`config.mk`:
```
export PLATFORM = sky130hd
export DESIGN_NAME = isq_top
export DESIGN_NICKNAME = d
export VERILOG_FILES = /design/src/core/isq_mem.v /design/src/core/isq_top.v
export VERILOG_INCLUDE_DIRS = /design/src /design/src/inc
export SDC_FILE = /design/constraint.sdc
export NUM_CORES = 1
export LEC_CHECK = 0
export ABC_AREA = 1
export BUFFER_PORTS_ARGS = -buffer_cell sky130_fd_sc_hd__buf_4
export CORE_MARGIN = 4
export CORE_UTILIZATION = 44
export DETAILED_ROUTE_END_ITERATION = 10
export GPL_TIMING_DRIVEN = 1
export SYNTH_ARGS = -nofsm -noshare
export SYNTH_HDL_FRONTEND = slang
export SYNTH_SLANG_ARGS = --single-unit
```
`constraint.sdc`:
```
create_clock -name i_clk -period 5 [get_ports i_clk]
set_input_delay 0.5 -clock i_clk [delete_from_list [all_inputs] [get_ports i_clk]]
set_output_delay 0.5 -clock i_clk [all_outputs]
set_load 0.05 [all_outputs]
```
`src/inc/isq_map.vh`:
```
`ifndef ISQ_MAP_VH
`define ISQ_MAP_VH

// Sections and schedule
`define ISQ_NSEC        16
`define ISQ_RES_W       9
`define ISQ_CODE_W      8
`define ISQ_ST_REFZ     4'h0
`define ISQ_ST_AZ       4'h1
`define ISQ_ST_CAL      4'h2
`define ISQ_ST_SAMP     4'h3
`define ISQ_ST_SAR_LO   4'h4
`define ISQ_ST_SAR_HI   4'hC
`define ISQ_ST_XFER     4'hF
`define ISQ_SAR_INIT    9'h100
`define ISQ_PH_LAST     4'hF
`define ISQ_REFZ_RST    16'h0001
`define ISQ_SAMP_RST    16'h2000
`define ISQ_TRIM_RST    8'h80

// Calibration
`define ISQ_CAL_CYCLES  10000
`define ISQ_CNT_W       14
`define ISQ_ACC_W       12
`define ISQ_ACC_MID     12'h800
`define ISQ_ACC_MAX     12'hFFF
`define ISQ_ACC_MIN     12'h000

`endif

```
`src/core/isq_mem.v`:
```
`timescale 1ns/10ps
`default_nettype none

module isq_mem #(
  parameter DW = 24,
  parameter AW = 4
) (
  input  wire          i_clk,   // Clock
  input  wire          i_ce,    // Clock enable
  input  wire [AW-1:0] i_raddr, // Read address
  output reg  [DW-1:0] o_rdata, // Registered read data
  input  wire          i_we,    // Write enable
  input  wire [AW-1:0] i_waddr, // Write address
  input  wire [DW-1:0] i_wdata  // Write data
);

  reg [DW-1:0] mem [0:(1<<AW)-1];

  always @(posedge i_clk) begin
    if (i_ce) begin
      if (i_we) begin
        mem[i_waddr] <= i_wdata;
      end
      o_rdata <= mem[i_raddr];
    end
  end

endmodule // isq_mem

`default_nettype wire

```
`src/core/isq_top.v`:
```
//Contract
// RQ1 - Sixteen identical SAR sections run together, sharing one reference set.
// RQ2 - A sixteen-phase counter from the input clock times every section event.
// RQ3 - Results leave through a sixteen-to-one mux carrying nine bits per section.
// RQ4 - Every section takes exactly sixteen clock cycles per conversion.
// RQ5 - Steps: ref-zero, auto-zero, auto-cal, sample, nine-bit SAR, transfer, in order.
// RQ6 - Neighbour sections are one cycle apart; one section samples each cycle.
// RQ7 - The sixteen-phase pattern repeats with no gap.
// RQ8 - A sample's result appears at the output twelve cycles after sampling.
// RQ9 - Offset loop accumulates many comparator decisions against reference zero.
// RQ10 - Gain loop integrates repeated gain-error decisions per section.
// RQ11 - Only the sampling section connects to the input; others are isolated.
// RQ12 - Calibration starts at power-up and runs in background, never interrupting.
// RQ13 - Initial calibration needs at least ten thousand cycles; data unreliable before.
// RQ14 - Calibration steps launch on rising edges; clock must keep running.
// RQ15 - Offset and gain move in steps smaller than one eight-bit LSB.
// RQ16 - Output word with overrange bit is registered every rising edge.
// RQ17 - Output-enable low drives data and overrange; high releases them.
// RQ18 - Above full scale the overrange bit is one and all data bits one.
// RQ19 - Output code is straight binary, zero gives zeros, full scale ones.
// RQ20 - Phase starts at section zero; words invalid until pipeline first fills.
`timescale 1ns/10ps
`default_nettype none
`include "isq_map.vh"

module isq_top #(
  parameter CAL_CYCLES = `ISQ_CAL_CYCLES
) (
  input  wire          i_clk,               // 25 MHz conversion clock
  input  wire          i_nrst,              // Async reset, active low
  input  wire          i_ce,                // Clock enable
  input  wire          i_oe_n,              // Output enable pin, active low
  input  wire [15:0]   i_cmp,               // Per-section comparator decisions
  output reg  [143:0]  o_trial_code,        // Per-section SAR trial codes, 9 bits each
  output reg  [15:0]   o_refz_sel,          // One-hot: section sampling reference zero
  output reg  [15:0]   o_sample_sel,        // One-hot: section switched to the input
  output reg  [3:0]    o_trim_sec,          // Section whose trims are being loaded
  output reg  [7:0]    o_ofs_trim,          // Offset trim value
  output reg  [7:0]    o_gain_trim,         // Gain trim value
  output reg           o_trim_load,         // Trim load strobe
  output reg  [7:0]    o_sample_code,       // Converted code
  output reg           o_overrange_flag,    // Overrange bit
  output reg           o_data_oe,           // Drive enable for code and overrange
  output reg           o_word_valid_strobe, // Output word is a trustworthy sample
  output reg           o_cal_done           // Initial calibration period over
);

  localparam integer          CAL_LAST_I = CAL_CYCLES - 1;
  localparam [`ISQ_CNT_W-1:0] CAL_LAST   = CAL_LAST_I[`ISQ_CNT_W-1:0];
  localparam ACC_W = `ISQ_ACC_W;

  function [3:0] sec_of;
    input [3:0] ph;
    input [3:0] st;
    begin
      sec_of = ph - st;
    end
  endfunction

  function [15:0] onehot;
    input [3:0] idx;
    begin
      onehot = 16'h0001 << idx;
    end
  endfunction

  // Saturating one-count step, a sixteenth of an output LSB
  function [ACC_W-1:0] acc_step;
    input [ACC_W-1:0] acc;
    input             down;
    begin
      if (down) begin
        acc_step = (acc == `ISQ_ACC_MIN) ? acc : acc - 1'b1;
      end else begin
        acc_step = (acc == `ISQ_ACC_MAX) ? acc : acc + 1'b1;
      end
    end
  endfunction

  reg  [3:0]             ph_r;
  wire [3:0]             ph_nxt = ph_r + 4'h1;
  reg                    oe_s1_r;
  reg                    oe_s2_r;
  reg                    primed_r;
  reg                    first_r;
  reg  [`ISQ_CNT_W-1:0]  cal_cnt_r;
  reg  [ACC_W-1:0]       ofs_hold_r;
  reg  [ACC_W-1:0]       gain_hold_r;
  reg  [143:0]           sar_nxt;
  reg  [8:0]             word;
  reg  [3:0]             st;
  reg  [3:0]             b;
  integer                i;

  wire [3:0]             sec_az  = sec_of(ph_r, `ISQ_ST_AZ);
  wire [3:0]             sec_cal = sec_of(ph_r, `ISQ_ST_CAL);
  wire [3:0]             sec_xf  = sec_of(ph_r, `ISQ_ST_XFER);
  wire [2*ACC_W-1:0]     rdata;
  wire [ACC_W-1:0]       rd_ofs  = first_r ? `ISQ_ACC_MID : rdata[2*ACC_W-1:ACC_W];
  wire [ACC_W-1:0]       rd_gain = first_r ? `ISQ_ACC_MID : rdata[ACC_W-1:0];
  wire [ACC_W-1:0]       ofs_upd  = acc_step(rd_ofs, i_cmp[sec_az]);
  wire [ACC_W-1:0]       gain_upd = acc_step(gain_hold_r, i_cmp[sec_cal]);
  wire [8:0]             res = o_trial_code[sec_xf*9 +: 9];

  // Per-section trims: read one cycle ahead so data meet the auto-zero step
  isq_mem #(
    .DW (2*ACC_W),
    .AW (4)
  ) u_trim_mem (
    .i_clk   (i_clk),
    .i_ce    (i_ce),
    .i_raddr (ph_r),
    .o_rdata (rdata),
    .i_we    (1'b1),
    .i_waddr (sec_cal),
    .i_wdata ({ofs_hold_r, gain_upd})
  );

  // SAR step for every section, each at its own phase offset
  always @* begin
    sar_nxt = o_trial_code;
    word    = 9'h000;
    st      = 4'h0;
    b       = 4'h0;
    for (i = 0; i < 16; i = i + 1) begin
      st   = ph_r - i[3:0];                          // [RQ6]
      word = o_trial_code[i*9 +: 9];
      if (st == `ISQ_ST_SAMP) begin
        word = `ISQ_SAR_INIT;                        // [RQ5]
      end else if (st >= `ISQ_ST_SAR_LO && st <= `ISQ_ST_SAR_HI) begin
        b = `ISQ_ST_SAR_HI - st;                     // [RQ5]
        if (!i_cmp[i]) begin
          word[b] = 1'b0;
        end
        if (b != 4'h0) begin
          word[b-4'h1] = 1'b1;
        end
      end
      sar_nxt[i*9 +: 9] = word;                      // [RQ1]
    end
  end

  wire                   cal_end = (cal_cnt_r == CAL_LAST);

  // Phase counter and section schedule
  always @(posedge i_clk or negedge i_nrst) begin
    if (!i_nrst) begin
      ph_r         <= 4'h0;
      o_trial_code <= 144'h0;
      o_refz_sel   <= `ISQ_REFZ_RST;
      o_sample_sel <= `ISQ_SAMP_RST;
      primed_r     <= 1'b0;
      first_r      <= 1'b1;
    end else if (i_ce) begin
      ph_r         <= ph_nxt;                                   // [RQ2] [RQ7] [RQ20]
      o_trial_code <= sar_nxt;                                  // [RQ4]
      o_refz_sel   <= onehot(sec_of(ph_nxt, `ISQ_ST_REFZ));     // [RQ5]
      o_sample_sel <= onehot(sec_of(ph_nxt, `ISQ_ST_SAMP));     // [RQ11]
      if (ph_r == `ISQ_PH_LAST) begin
        primed_r <= 1'b1;
      end
      // Trim memory has no reset, so the first pass must not read it
      if (ph_r == 4'h0 && primed_r) begin
        first_r <= 1'b0;
      end
    end
  end

  // Background loops: auto-zero step then auto-cal step
  always @(posedge i_clk or negedge i_nrst) begin
    if (!i_nrst) begin
      cal_cnt_r   <= {`ISQ_CNT_W{1'b0}};
      ofs_hold_r  <= `ISQ_ACC_MID;
      gain_hold_r <= `ISQ_ACC_MID;
      o_trim_sec  <= 4'h0;
      o_ofs_trim  <= `ISQ_TRIM_RST;
      o_gain_trim <= `ISQ_TRIM_RST;
      o_trim_load <= 1'b0;
      o_cal_done  <= 1'b0;
    end else if (i_ce) begin
      ofs_hold_r  <= ofs_upd;                                   // [RQ9] [RQ12] [RQ14]
      gain_hold_r <= rd_gain;
      o_trim_sec  <= sec_cal;
      o_ofs_trim  <= ofs_hold_r[ACC_W-1 -: 8];                  // [RQ15]
      o_gain_trim <= gain_upd[ACC_W-1 -: 8];                    // [RQ10] [RQ15]
      o_trim_load <= 1'b1;
      // Counter parks at its end so done can never wrap back low
      if (!cal_end) begin
        cal_cnt_r <= cal_cnt_r + 1'b1;
      end
      o_cal_done  <= cal_end;                                   // [RQ13]
    end
  end

  // Output stage: pin synchroniser, result mux and valid
  always @(posedge i_clk or negedge i_nrst) begin
    if (!i_nrst) begin
      oe_s1_r             <= 1'b1;
      oe_s2_r             <= 1'b1;
      o_data_oe           <= 1'b0;
      o_sample_code       <= 8'h00;
      o_overrange_flag    <= 1'b0;
      o_word_valid_strobe <= 1'b0;
    end else if (i_ce) begin
      oe_s1_r   <= i_oe_n;
      oe_s2_r   <= oe_s1_r;
      o_data_oe <= ~oe_s2_r;                                    // [RQ17]
      // Transfer step lands 12 cycles after sampling
      if (res[8]) begin
        o_sample_code    <= 8'hFF;                              // [RQ18]
        o_overrange_flag <= 1'b1;
      end else begin
        o_sample_code    <= res[7:0];                           // [RQ3] [RQ8] [RQ16] [RQ19]
        o_overrange_flag <= 1'b0;
      end
      // Held low until section 0 has transferred its first real result and the calibration count has ended
      o_word_valid_strobe <= (primed_r || ph_r == `ISQ_PH_LAST) && cal_end; // [RQ20]
    end
  end

endmodule // isq_top

`default_nettype wire

```
# Yosys cells after proc, flatten, opt, wreduce, memory -nomap -nowiden
# Memory sizes are Yosys's and may differ from the RTL's. A register that Yosys moved wholly into a read port is not among the register bits.
# Cells that the tools add are included.
[op_classes]
addsub = 54
multipliers = 1
magnitude_cmp = 98
n_eq_ne = 20
n_shift = 3
muxes = 176
bitwise = 50
reduce_logical = 105
[ops]
columns = ["operator", "n"]
rows = [
  ["$mux W9", 96],
  ["$lt A4 B5 Y1 const B", 34],
  ["$and A9 B9 Y9", 16],
  ["$not A9 Y9", 16],
  ["$or A9 B9 Y9", 16],
  ["$shiftx A144 B9 Y9", 1],
  ["$demux W1 S4", 32],
  ["$ge A4 B1 Y1 const B", 32],
  ["$mux W12", 8],
  ["$sub A4 B1 Y4 const B", 17],
  ["$eq A4 B2 Y1 const B", 16],
  ["$ge A4 B3 Y1 const B", 16],
  ["$le A4 B4 Y1 const B", 16],
  ["$reduce_bool A4 Y1", 16],
  ["$sub A4 B4 Y4 const A", 16],
  ["$logic_and A1 B1 Y1", 50],
  ["$reduce_and A2 Y1", 19],
  ["$mux W1", 37],
  ["$reduce_bool A2 Y1", 16],
  ["$shl A1 B4 Y16 const A", 2],
  ["$sub A4 B4 Y4 const B", 8],
  ["$add A12 B1 Y12 const B", 2],
  ["$eq A12 B12 Y1 const B", 2],
  ["$logic_not A12 Y1", 2],
  ["other kinds (13)", 21],
]
[totals]
register_bits = 255
mem_bits_rw = 384
in_bits = 20
output_inout_bits = 209
word_cells = 543
n_memories = 1
[memory_table]
columns = ["name", "depth", "word_bits", "rd", "rd_clocked_by_memory_dff", "write_ports", "line_no", "rtl"]
rows = [
  ["u_trim_mem.mem", 16, 24, 1, 1, 1, "isq_mem.v:17", "reg [DW-1:0] mem [0:(1<<AW)-1];"],
]

# Longest topological paths before layout
# Gate-level depths: netlist of run 1.
[logic_depth]
word_depth = 15
mapped_depth = 20

# Hierarchy
# A second synthesis of run 1 with hierarchy kept.
[unflattened]
hier_cells = 4153
area_unflattened_um2 = 34285.4
[modules_own_cells]
columns = ["mod", "n_inst", "cells_per_inst", "area_per_inst_um2", "seq_area_each_um2"]
rows = [
  ["isq_mem", 1, 1600, 17192.7, 12251.8],
  ["isq_top", 1, 2553, 17092.6, 6392.4],
]

# Worst setup path before layout of run 1
# No wires, ideal clock.
[synth_timing]
path_type = "reg-to-reg"
startpoint = "register ph_r[1]"
endpoint = "memory u_trim_mem.mem[4][0], enable pin"
setup_ns = 0.405
arrival_time_ns = 3.087
path_slack_ns = 1.508
path_stages_with_launch = 12
synth_period_minus_slack_ns = 3.492
path_cell_list = "dfrtp_1 > inv_1 > buf_2 > clkbuf_1 > clkbuf_1 > ha_1 > nand2_1 > inv_1 > nor2_1 > nor2_1 > inv_1 > nor2_1"
[synth_via]
elab_chain_len = 1
[synth_lines]
columns = ["element", "line_no", "rtl"]
rows = [
  ["from (decl)", "isq_top.v:80", "reg [3:0] ph_r;"],
  ["from (signal assigned)", "isq_top.v:155", "ph_r <= ph_nxt;"],
  ["$sub A4 B2 Y4", "isq_top.v:56", "sec_of = ph - st;"],
  ["net sec_cal[1]", "isq_top.v:96", "wire [3:0] sec_cal = sec_of(ph_r, `ISQ_ST_CAL);"],
  ["to (decl)", "isq_mem.v:17", ""],
]
# The timed path passes the listed nets, and every way through them passes these cells.

# Final worst setup path of run 1
[layout_timing]
startpoint = "register ph_r[0]"
endpoint = "register o_trial_code[140]"
[layout_via]
elab_chain_len = 15
word_cells_on_any_way = 29
classes_between = "add/sub: 3; order compare: 6; eq/ne: 1; mux: 10; bitwise: 3; reduce/logical: 6"
[layout_lines]
columns = ["element", "line_no", "rtl"]
rows = [
  ["$sub A4 B4 Y4 (*)", "isq_top.v:126", "st = ph_r - i[3:0];"],
  ["$sub A4 B4 Y4 (no source line)", "-", ""],
  ["$lt A4 B5 Y1 (not written as such) or $ge A4 B1 Y1 (tied branches)", "isq_top.v:133", "word[b] = 1'b0;"],
  ["$logic_and A1 B1 Y1 (not written as such)", "isq_top.v:133", ""],
  ["$mux W1 (not written as such)", "isq_top.v:133", ""],
  ["$demux W1 S4", "isq_top.v:133", ""],
  ["$not A9 Y9 (no source line)", "-", ""],
  ["$and A9 B9 Y9 (no source line)", "-", ""],
  ["$mux W9", "isq_top.v:132", "if (!i_cmp[i]) begin"],
  ["$mux W9", "isq_top.v:130", "end else if (st >= `ISQ_ST_SAR_LO && st <= `ISQ_ST_SAR_HI) begin"],
  ["$mux W9", "isq_top.v:128", "if (st == `ISQ_ST_SAMP) begin"],
  ["$or A9 B9 Y9 (no source line)", "-", ""],
  ["$mux W9", "isq_top.v:135", "if (b != 4'h0) begin"],
  ["$mux W9", "isq_top.v:130", ""],
  ["$mux W9", "isq_top.v:128", ""],
  ["to (signal assigned)", "isq_top.v:156", "o_trial_code <= sar_nxt;"],
  ["to (decl)", "isq_top.v:34", "output reg [143:0] o_trial_code,"],
]
# Every way passes the cells marked *; elsewhere a longest branch is shown, timed or not. The select of a mux whose other input is x is not followed.
# A chain may end at the register's enable or synchronous reset.

==> flow_metrics.tcl, run 1 <==
set metrics [dict create \
    postRouteAntennaNets 0 \
    initial_utilization_pct 44.6 \
    cp.required_ns 5.52 \
    async_reset_ff_share_pct 38.5 \
    grt_pass1_vias 26000 \
    root_buffer "clkbuf_16" \
    fin_crit_ns 3.82 \
    r2r_setup_slack_ns 1.18 \
    vias 27900 \
    numPortBuffers 228 \
    antenna_found_initial 2 \
    dieWidth_um 280 \
    grt_util_all_layers_pct 29.1 \
    drive_gt1_share_pct 13.0 \
    tns_ns 0 \
    maxCapViolations 0 \
    grt_overflow 0 \
    worstPathArrival_ns 4.34 \
    fill_cells 6932 \
    dieArea_um2 78600 \
    cts_tree "yes" \
    cts_buffer_depth 3 \
    fin_skew_ns 0.0365 \
    startpoint_type "flip-flop" \
    setup_viol 0 \
    slowest_stage "ha_1" \
    critical_path_buf_inv_count 1 \
    timing.fmax_ghz 0.262 \
    cts-buffers-inserted 73 \
    ctsResizeCount 0 \
    syn_area_per_cell_um2 8.91 \
    io_pins 229 \
    ys_warn_count 0 \
    die_h_um 280 \
    grt_max_degree 149 \
    place_hpwl_um 76400 \
    drt-pass1-iter-count 6 \
    end_kind "flip-flop" \
    antenna_cells 0 \
    period_share_pct 76.4 \
    core-area_um2 73200 \
    syn_nets 3716 \
    yosys_most_used_dff "edfxtp_1" \
    cts_setup_buffers 0 \
    htreeDepth 3 \
    worst_path_largest_cell_delay_ns 0.87 \
    nets 3877 \
    hold_path_class "in -> reg" \
    avgViaCountPerCell 5.77 \
    status "finished clean" \
    route.detailed.wl_per_inst_um 24.1 \
    timing_worst_setup_path_type "reg -> reg" \
    crit_family "adder cells" \
    postCtsHoldBufs 1 \
    ys_ff_latch 663 \
    syn_to_final_growth_pct 15.1 \
    synthCells 3666 \
    synth-seq-area-share_pct 57.1 \
    clock_latency_ns 0.64 \
    rows 99 \
    final_max_slew_viol_count 0 \
    path_cells "ha_2 -> ha_1 -> clkinv_1 -> nand2_1 -> o21ai_1 -> nor2_1 -> nand3_1 -> o21ai_0" \
    worst_pin_slew_ns 1.25 \
    cts.sinks 663 \
    drt_iter0_drc 3141 \
    cp_max_fo 21 \
    rsz0062_at_grt "no" \
    routed_wl_um 117000 \
    hold_viol 0 \
    clk_pin_slew_ns 0.06 \
    drc 0 \
    mappedNetlistArea_um2 32700 \
    gp_congestion 0.992 \
    grt_pass1_wl_um 173000 \
    synth_edf_count 408 \
    ys_types 47 \
    relSlewSlack_pct 16.7 \
]
-- final cells by class --
cell class | count | area, um^2 | area share, %
clock inverters | 26 | 289 | 0.769
clock buffers | 106 | 2100 | 5.59
repair buffers | 264 | 2030 | 5.41
multi-input cells | 2627 | 12600 | 33.4
inverters | 198 | 758 | 2.02
well taps | 959 | 1200 | 3.19
flip-flops and latches | 663 | 18700 | 49.6
-- state kept, by name (all words and copies together) (netlist names), 4 cells and up --
signal,count
u_trim_mem.mem,384
o_ofs_trim,8
o_sample_code,8
o_sample_sel,16
u_trim_mem.o_rdata,24
gain_hold_r,12
ph_r,4
o_refz_sel,16
o_trial_code,144
o_gain_trim,8
cal_cnt_r,14
o_trim_sec,4
ofs_hold_r,12
-- cells in the final DEF (no fill, tap or decap), types with 5 or more instances in the layout --
master,n
dfstp_2,9
nand2_1,1113
clkinv_2,10
o211ai_1,27
xor2_1,26
o221ai_1,77
clkinv_1,15
inv_2,17
o31ai_1,9
o21ai_1,13
clkbuf_1,18
or2_2,5
clkbuf_8,15
a21oi_1,56
nor2_2,18
nand3_2,6
nor3_1,24
inv_1,166
nand2_2,25
clkbuf_16,73
a22oi_1,16
nand3_1,295
buf_4,258
o22ai_1,35
ha_1,26
nand2_4,5
nor2_4,21
edfxtp_1,408
nand4_1,55
o21ai_0,368
dfrtp_1,242
xnor2_1,5
nor2_1,371
-- Yosys cell counts (6+ instances only) --
cell type / instances / area (um^2)
ha_1: 30 / 375
buf_2: 37 / 185
inv_2: 17 / 63.8
edfxtp_1: 408 / 12300
nand2_1: 1113 / 4180
a21oi_1: 56 / 280
o22ai_1: 35 / 219
o21ai_1: 13 / 65.1
nor2_2: 18 / 113
nand3_1: 295 / 1480
buf_4: 12 / 90.1
a22oi_1: 16 / 120
nor2_4: 6 / 67.6
nand3_2: 6 / 60.1
clkbuf_1: 105 / 394
nand2_2: 25 / 156
clkinv_1: 10 / 37.5
dfstp_2: 9 / 236
dfrtp_1: 246 / 6160
o31ai_1: 9 / 67.6
nand4_1: 55 / 344
xor2_1: 26 / 228
buf_6: 7 / 78.8
nor2_1: 386 / 1450
o221ai_1: 77 / 674
o21ai_0: 368 / 1840
o211ai_1: 27 / 203
nor3_1: 24 / 120
inv_1: 168 / 631
buf_1: 16 / 60.1
-- per-stage QoR --
stage          area, um^2  worst slack [ns]  hold slack [ns]  utilization, %  cells
3_3_place_gp        35200              1.32            0.441            48.1   4710
6_report            37600              1.18           0.0708            51.4   4843
4_1_cts             37600              1.29           0.0474            51.4   4843
3_5_place_dp        35200              1.32            0.444            48.1   4710
2_1_floorplan       32700              1.51            0.204               -   3666
5_1_grt             37600             0.993           0.0988            51.4   4843
-- worst reg2reg max path, cell delays in order, from the launching register on --
cell      delay [ns]
dfrtp_4         0.57
ha_2            0.41
ha_1            0.88
clkinv_1        0.54
nand2_1         0.16
o21ai_1         0.12
nor2_1          0.63
nand3_1         0.23
o21ai_0         0.20
-- worst paths after layout --
check,start,end,cells after the start
min in group asynchronous,i_nrst,o_sample_sel[8]$_DFFE_PN0P_,2
max in group asynchronous,i_nrst,cal_cnt_r[1]$_DFFE_PN0P_,3
setup reg to reg,ph_r[0]$_DFFE_PN0P_,o_trial_code[140]$_DFFE_PN0P_,8
hold reg to reg,u_trim_mem.o_rdata[1]$_DFFE_PP_,gain_hold_r[1]$_DFFE_PN0P_,2
hold / removal,i_oe_n,oe_s1_r$_DFFE_PN1P_,3
setup / recovery,ph_r[0]$_DFFE_PN0P_,o_trial_code[140]$_DFFE_PN0P_,8
-- cell families after synthesis --
group	share of synthesized area (%)
XOR/XNOR	1.03
flip-flops	57.1
buffers and inverters	4.82
adder cells (fa/ha/maj)	1.15
AND/OR/NAND/NOR	24.9
AO/OA/AOI/OAI	11.0
-- routing by layer --
metal | part of all wire (%) | vias up | GRT usage, % | wire length (um)
li1 | - | 12900 | - | -
met1 | 45 | 13500 | 42.7 | 52000
met2 | 44 | 1311 | 44.0 | 51300
met3 | 8.1 | 220 | 4.83 | 9490
met4 | 3.3 | 2 | 9.78 | 3880
met5 | 0.011 | - | 0 | 13
Power of run 1 is not shown: default switching activity piles up to over one toggle a cycle in this logic, so the estimate is an artifact.
==> inputs of run 2 (changes only) <==
--- a/config.mk
+++ b/config.mk
@@ -6,7 +6,7 @@
 export SDC_FILE = /design/constraint.sdc
 export NUM_CORES = 1
 export LEC_CHECK = 0
-export ABC_AREA = 1
+export ABC_AREA = 0
 export BUFFER_PORTS_ARGS = -buffer_cell sky130_fd_sc_hd__buf_4
 export CORE_MARGIN = 4
 export CORE_UTILIZATION = 44
==> constraint.sdc (replaced) <==
create_clock -name i_clk -period 3.2 [get_ports i_clk]
set_input_delay 0.32 -clock i_clk [delete_from_list [all_inputs] [get_ports i_clk]]
set_output_delay 0.32 -clock i_clk [all_outputs]
set_load 0.05 [all_outputs]
==> run 2 against run 1 <==
Effect of this change:
- die area shrank 5.4%
- clock skew rose by 0.0035 ns
- count of clock-buffer cells in the layout decreased by 11
- wire length fell by 13%
- largest cell class unchanged
==> flow_metrics.tcl, run 2 <==
set metrics [dict create \
    vias 21900 \
    final_max_slew_viol_count 0 \
    initial_utilization_pct 44.7 \
    relSlewSlack_pct 19.0 \
    postRouteAntennaNets 0 \
    fin_crit_ns 3.13 \
    period_share_pct 97.8 \
    synth_top_cells_by_area "edfxtp_1 40%, dfrtp_1 20%, mux4_2 13%" \
    htreeDepth 3 \
    root_buffer "clkbuf_16" \
    worst_path_largest_cell_delay_ns 0.45 \
    hold_path_class "in -> reg" \
    timing.fmax_ghz 0.319 \
    largest_register_ffs 384 \
    antenna_found_initial 1 \
    place_hpwl_um 69300 \
    ys_types 88 \
    drive_gt1_share_pct 30.3 \
    path_cells "inv_4 -> ha_2 -> buf_4 -> and2_2 -> xnor3_1 -> or3_1 -> a21oi_2 -> a21oi_1 -> o21ai_1 -> o21ai_1" \
    setup_viol 0 \
    startpoint_type "flip-flop" \
    cp_max_fo 17 \
    cts.sinks 663 \
    drt-pass1-iter-count 7 \
    rsz0062_at_grt "yes" \
    cts_tree "yes" \
    drc 0 \
    synth.top_cell.area_share_pct 39.7 \
    die_h_um 273 \
    syn_to_final_growth_pct 20.8 \
    grt_max_degree 89 \
    grt_util_all_layers_pct 27.1 \
    ys_warn_count 0 \
    fill_cells 5679 \
    syn_nets 2261 \
    drt_iter0_drc 2381 \
    clk_pin_slew_ns 0.06 \
    dieArea_um2 74400 \
    timing_worst_setup_path_type "reg -> reg" \
    utilization_pct 54.0 \
    io_pins 229 \
    status "finished clean" \
    synth_top_cells_by_count "408 x edfxtp_1, 246 x dfrtp_1, 185 x nand2_1" \
    layout_common_cells "408 x edfxtp_1, 352 x buf_4, 243 x dfrtp_1" \
    yosys_most_used_dff "edfxtp_1" \
    worstPathArrival_ns 3.63 \
    gp_congestion 0.980 \
    reg.largest.list "u_trim_mem.mem: 384 flops, o_trial_code: 144 flops, u_trim_mem.o_rdata: 24 flops" \
    cts_buffer_depth 3 \
    final_common_cell "edfxtp_1" \
    cp.required_ns 3.70 \
    worst_pin_slew_ns 1.21 \
    dieWidth_um 273 \
    numPortBuffers 228 \
    clock_latency_ns 0.63 \
    rows 96 \
    routed_wl_um 102000 \
    avgViaCountPerCell 6.25 \
    synth_edf_count 408 \
    core-area_um2 69100 \
    synth_top_cell_by_area "edfxtp_1" \
    route.detailed.wl_per_inst_um 29.1 \
    maxCapViolations 0 \
    grt_pass1_vias 21700 \
    cts-buffers-inserted 73 \
    grt_overflow 0 \
    syn_area_per_cell_um2 13.9 \
    mappedNetlistArea_um2 30800 \
    antenna_cells 0 \
    grt_pass1_wl_um 150000 \
    hold_viol 0 \
    synth_most_common_cell "edfxtp_1" \
    async_reset_ff_share_pct 38.5 \
    end_kind "flip-flop" \
    fin_skew_ns 0.0400 \
    cp_common_cell "o21ai_1" \
    ys_ff_latch 663 \
    nets 2565 \
    synthCells 2211 \
    slowest_stage "xnor3_1" \
    largest-register "u_trim_mem.mem" \
    synth-seq-area-share_pct 60.5 \
]
==> run 2: cell types whose count changed after synthesis, sizes merged, moves of 31 or more <==
cell     delta
nand2     -957
inv       -156
nand3     -251
o2bb2ai    +38
o21ai     -223
nor2      -284
mux4      +174
a21oi      +37
o221ai     -74
xnor2      +50
nand4      -43
a32o       +31
nor3       +35
==> run 2: metal layers <==
| metal | global-route usage [%] | routed length, um | part of all wire [%] | vias to the layer above |
|---|---|---|---|---|
| li1 | - | - | - | 9277 |
| met1 | 37.6 | 41600 | 41 | 11200 |
| met2 | 43.0 | 47800 | 47 | 1149 |
| met3 | 5.15 | 8370 | 8.2 | 239 |
| met4 | 10.5 | 4280 | 4.2 | 2 |
| met5 | 0 | 9 | 0.0088 | - |
==> run 2: metrics by stage <==
stage / setup WS (ns) / area, um^2 / hold WS, ns / setup TNS (ns) / cells
5_1_grt: -0.00118 / 37300 / 0.0329 / -0.00118 / 3506
3_5_place_dp: 0.0264 / 34600 / 0.395 / 0 / 3368
6_report: 0.0696 / 37300 / 0.0291 / 0 / 3506
3_3_place_gp: 0.0844 / 34600 / 0.381 / 0 / 3368
2_1_floorplan: 0.00709 / 31100 / 0.0244 / 0 / 2211
4_1_cts: 0.0203 / 37100 / 0.00862 / 0 / 3505
==> run 2: area by class of cell <==
type,instances,area [um^2],share of cell area [%]
Clock inverter,40,483,1.30
Timing Repair Buffer,375,3070,8.23
Sequential cell,663,18700,50.1
Inverter,34,130,0.349
Multi-Input combinational cell,1368,11800,31.6
Tap cell,931,1160,3.13
Clock buffer,95,1980,5.31
==> run 2: worst paths after layout <==
| path | start | end | slack (ns) | depth (start not counted) |
|---|---|---|---|---|
| setup reg to reg | ph_r[1]$_DFFE_PN0P_ | o_trial_code[48]$_DFFE_PN0P_ | 0.07 | 10 |
| min in group asynchronous | i_nrst | cal_cnt_r[10]$_DFFE_PN0P_ | 0.28 | 2 |
| max in group asynchronous | i_nrst | o_ofs_trim[7]$_DFFE_PN1P_ | 1.98 | 3 |
| setup / recovery | ph_r[1]$_DFFE_PN0P_ | o_trial_code[48]$_DFFE_PN0P_ | 0.07 | 10 |
| hold / removal | i_cmp[0] | o_trial_code[8]$_DFFE_PN0P_ | 0.03 | 3 |
| hold reg to reg | cal_cnt_r[13]$_DFFE_PN0P_ | cal_cnt_r[13]$_DFFE_PN0P_ | 0.47 | 1 |
==> run 2: repair_timing <==
item,in CTS,in global routing
endpoints found under the setup margin,0,141
hold buffers,2,0
setup buffers,0,1
gates resized for setup,0,17
hold endpoints to repair,80,0
==> run 2: cell families (layout without fill, tap and decap cells) <==
| group | Yosys count | after routing | synth area share (%) |
|---|---|---|---|
| adder cells (fa/ha/maj) | 30 | 30 | 1.22 |
| AO/OA/AOI/OAI | 494 | 494 | 10.8 |
| AND/OR/NAND/NOR | 562 | 562 | 8.71 |
| buffers and inverters | 180 | 544 | 2.45 |
| XOR/XNOR | 72 | 72 | 2.43 |
| multiplexers | 210 | 210 | 14.0 |
| flip-flops | 663 | 663 | 60.5 |
==> run 2: critical path, delay by kind of cell, from the launching register on <==
family                   cells  cell delay (ns)
AND/OR/NAND/NOR              2             0.73
AO/OA/AOI/OAI                4             0.52
XOR/XNOR                     1             0.45
flip-flops                   1             0.44
adder cells (fa/ha/maj)      1             0.43
buffers and inverters        2             0.41
Power of run 2 is left out for the same reason.
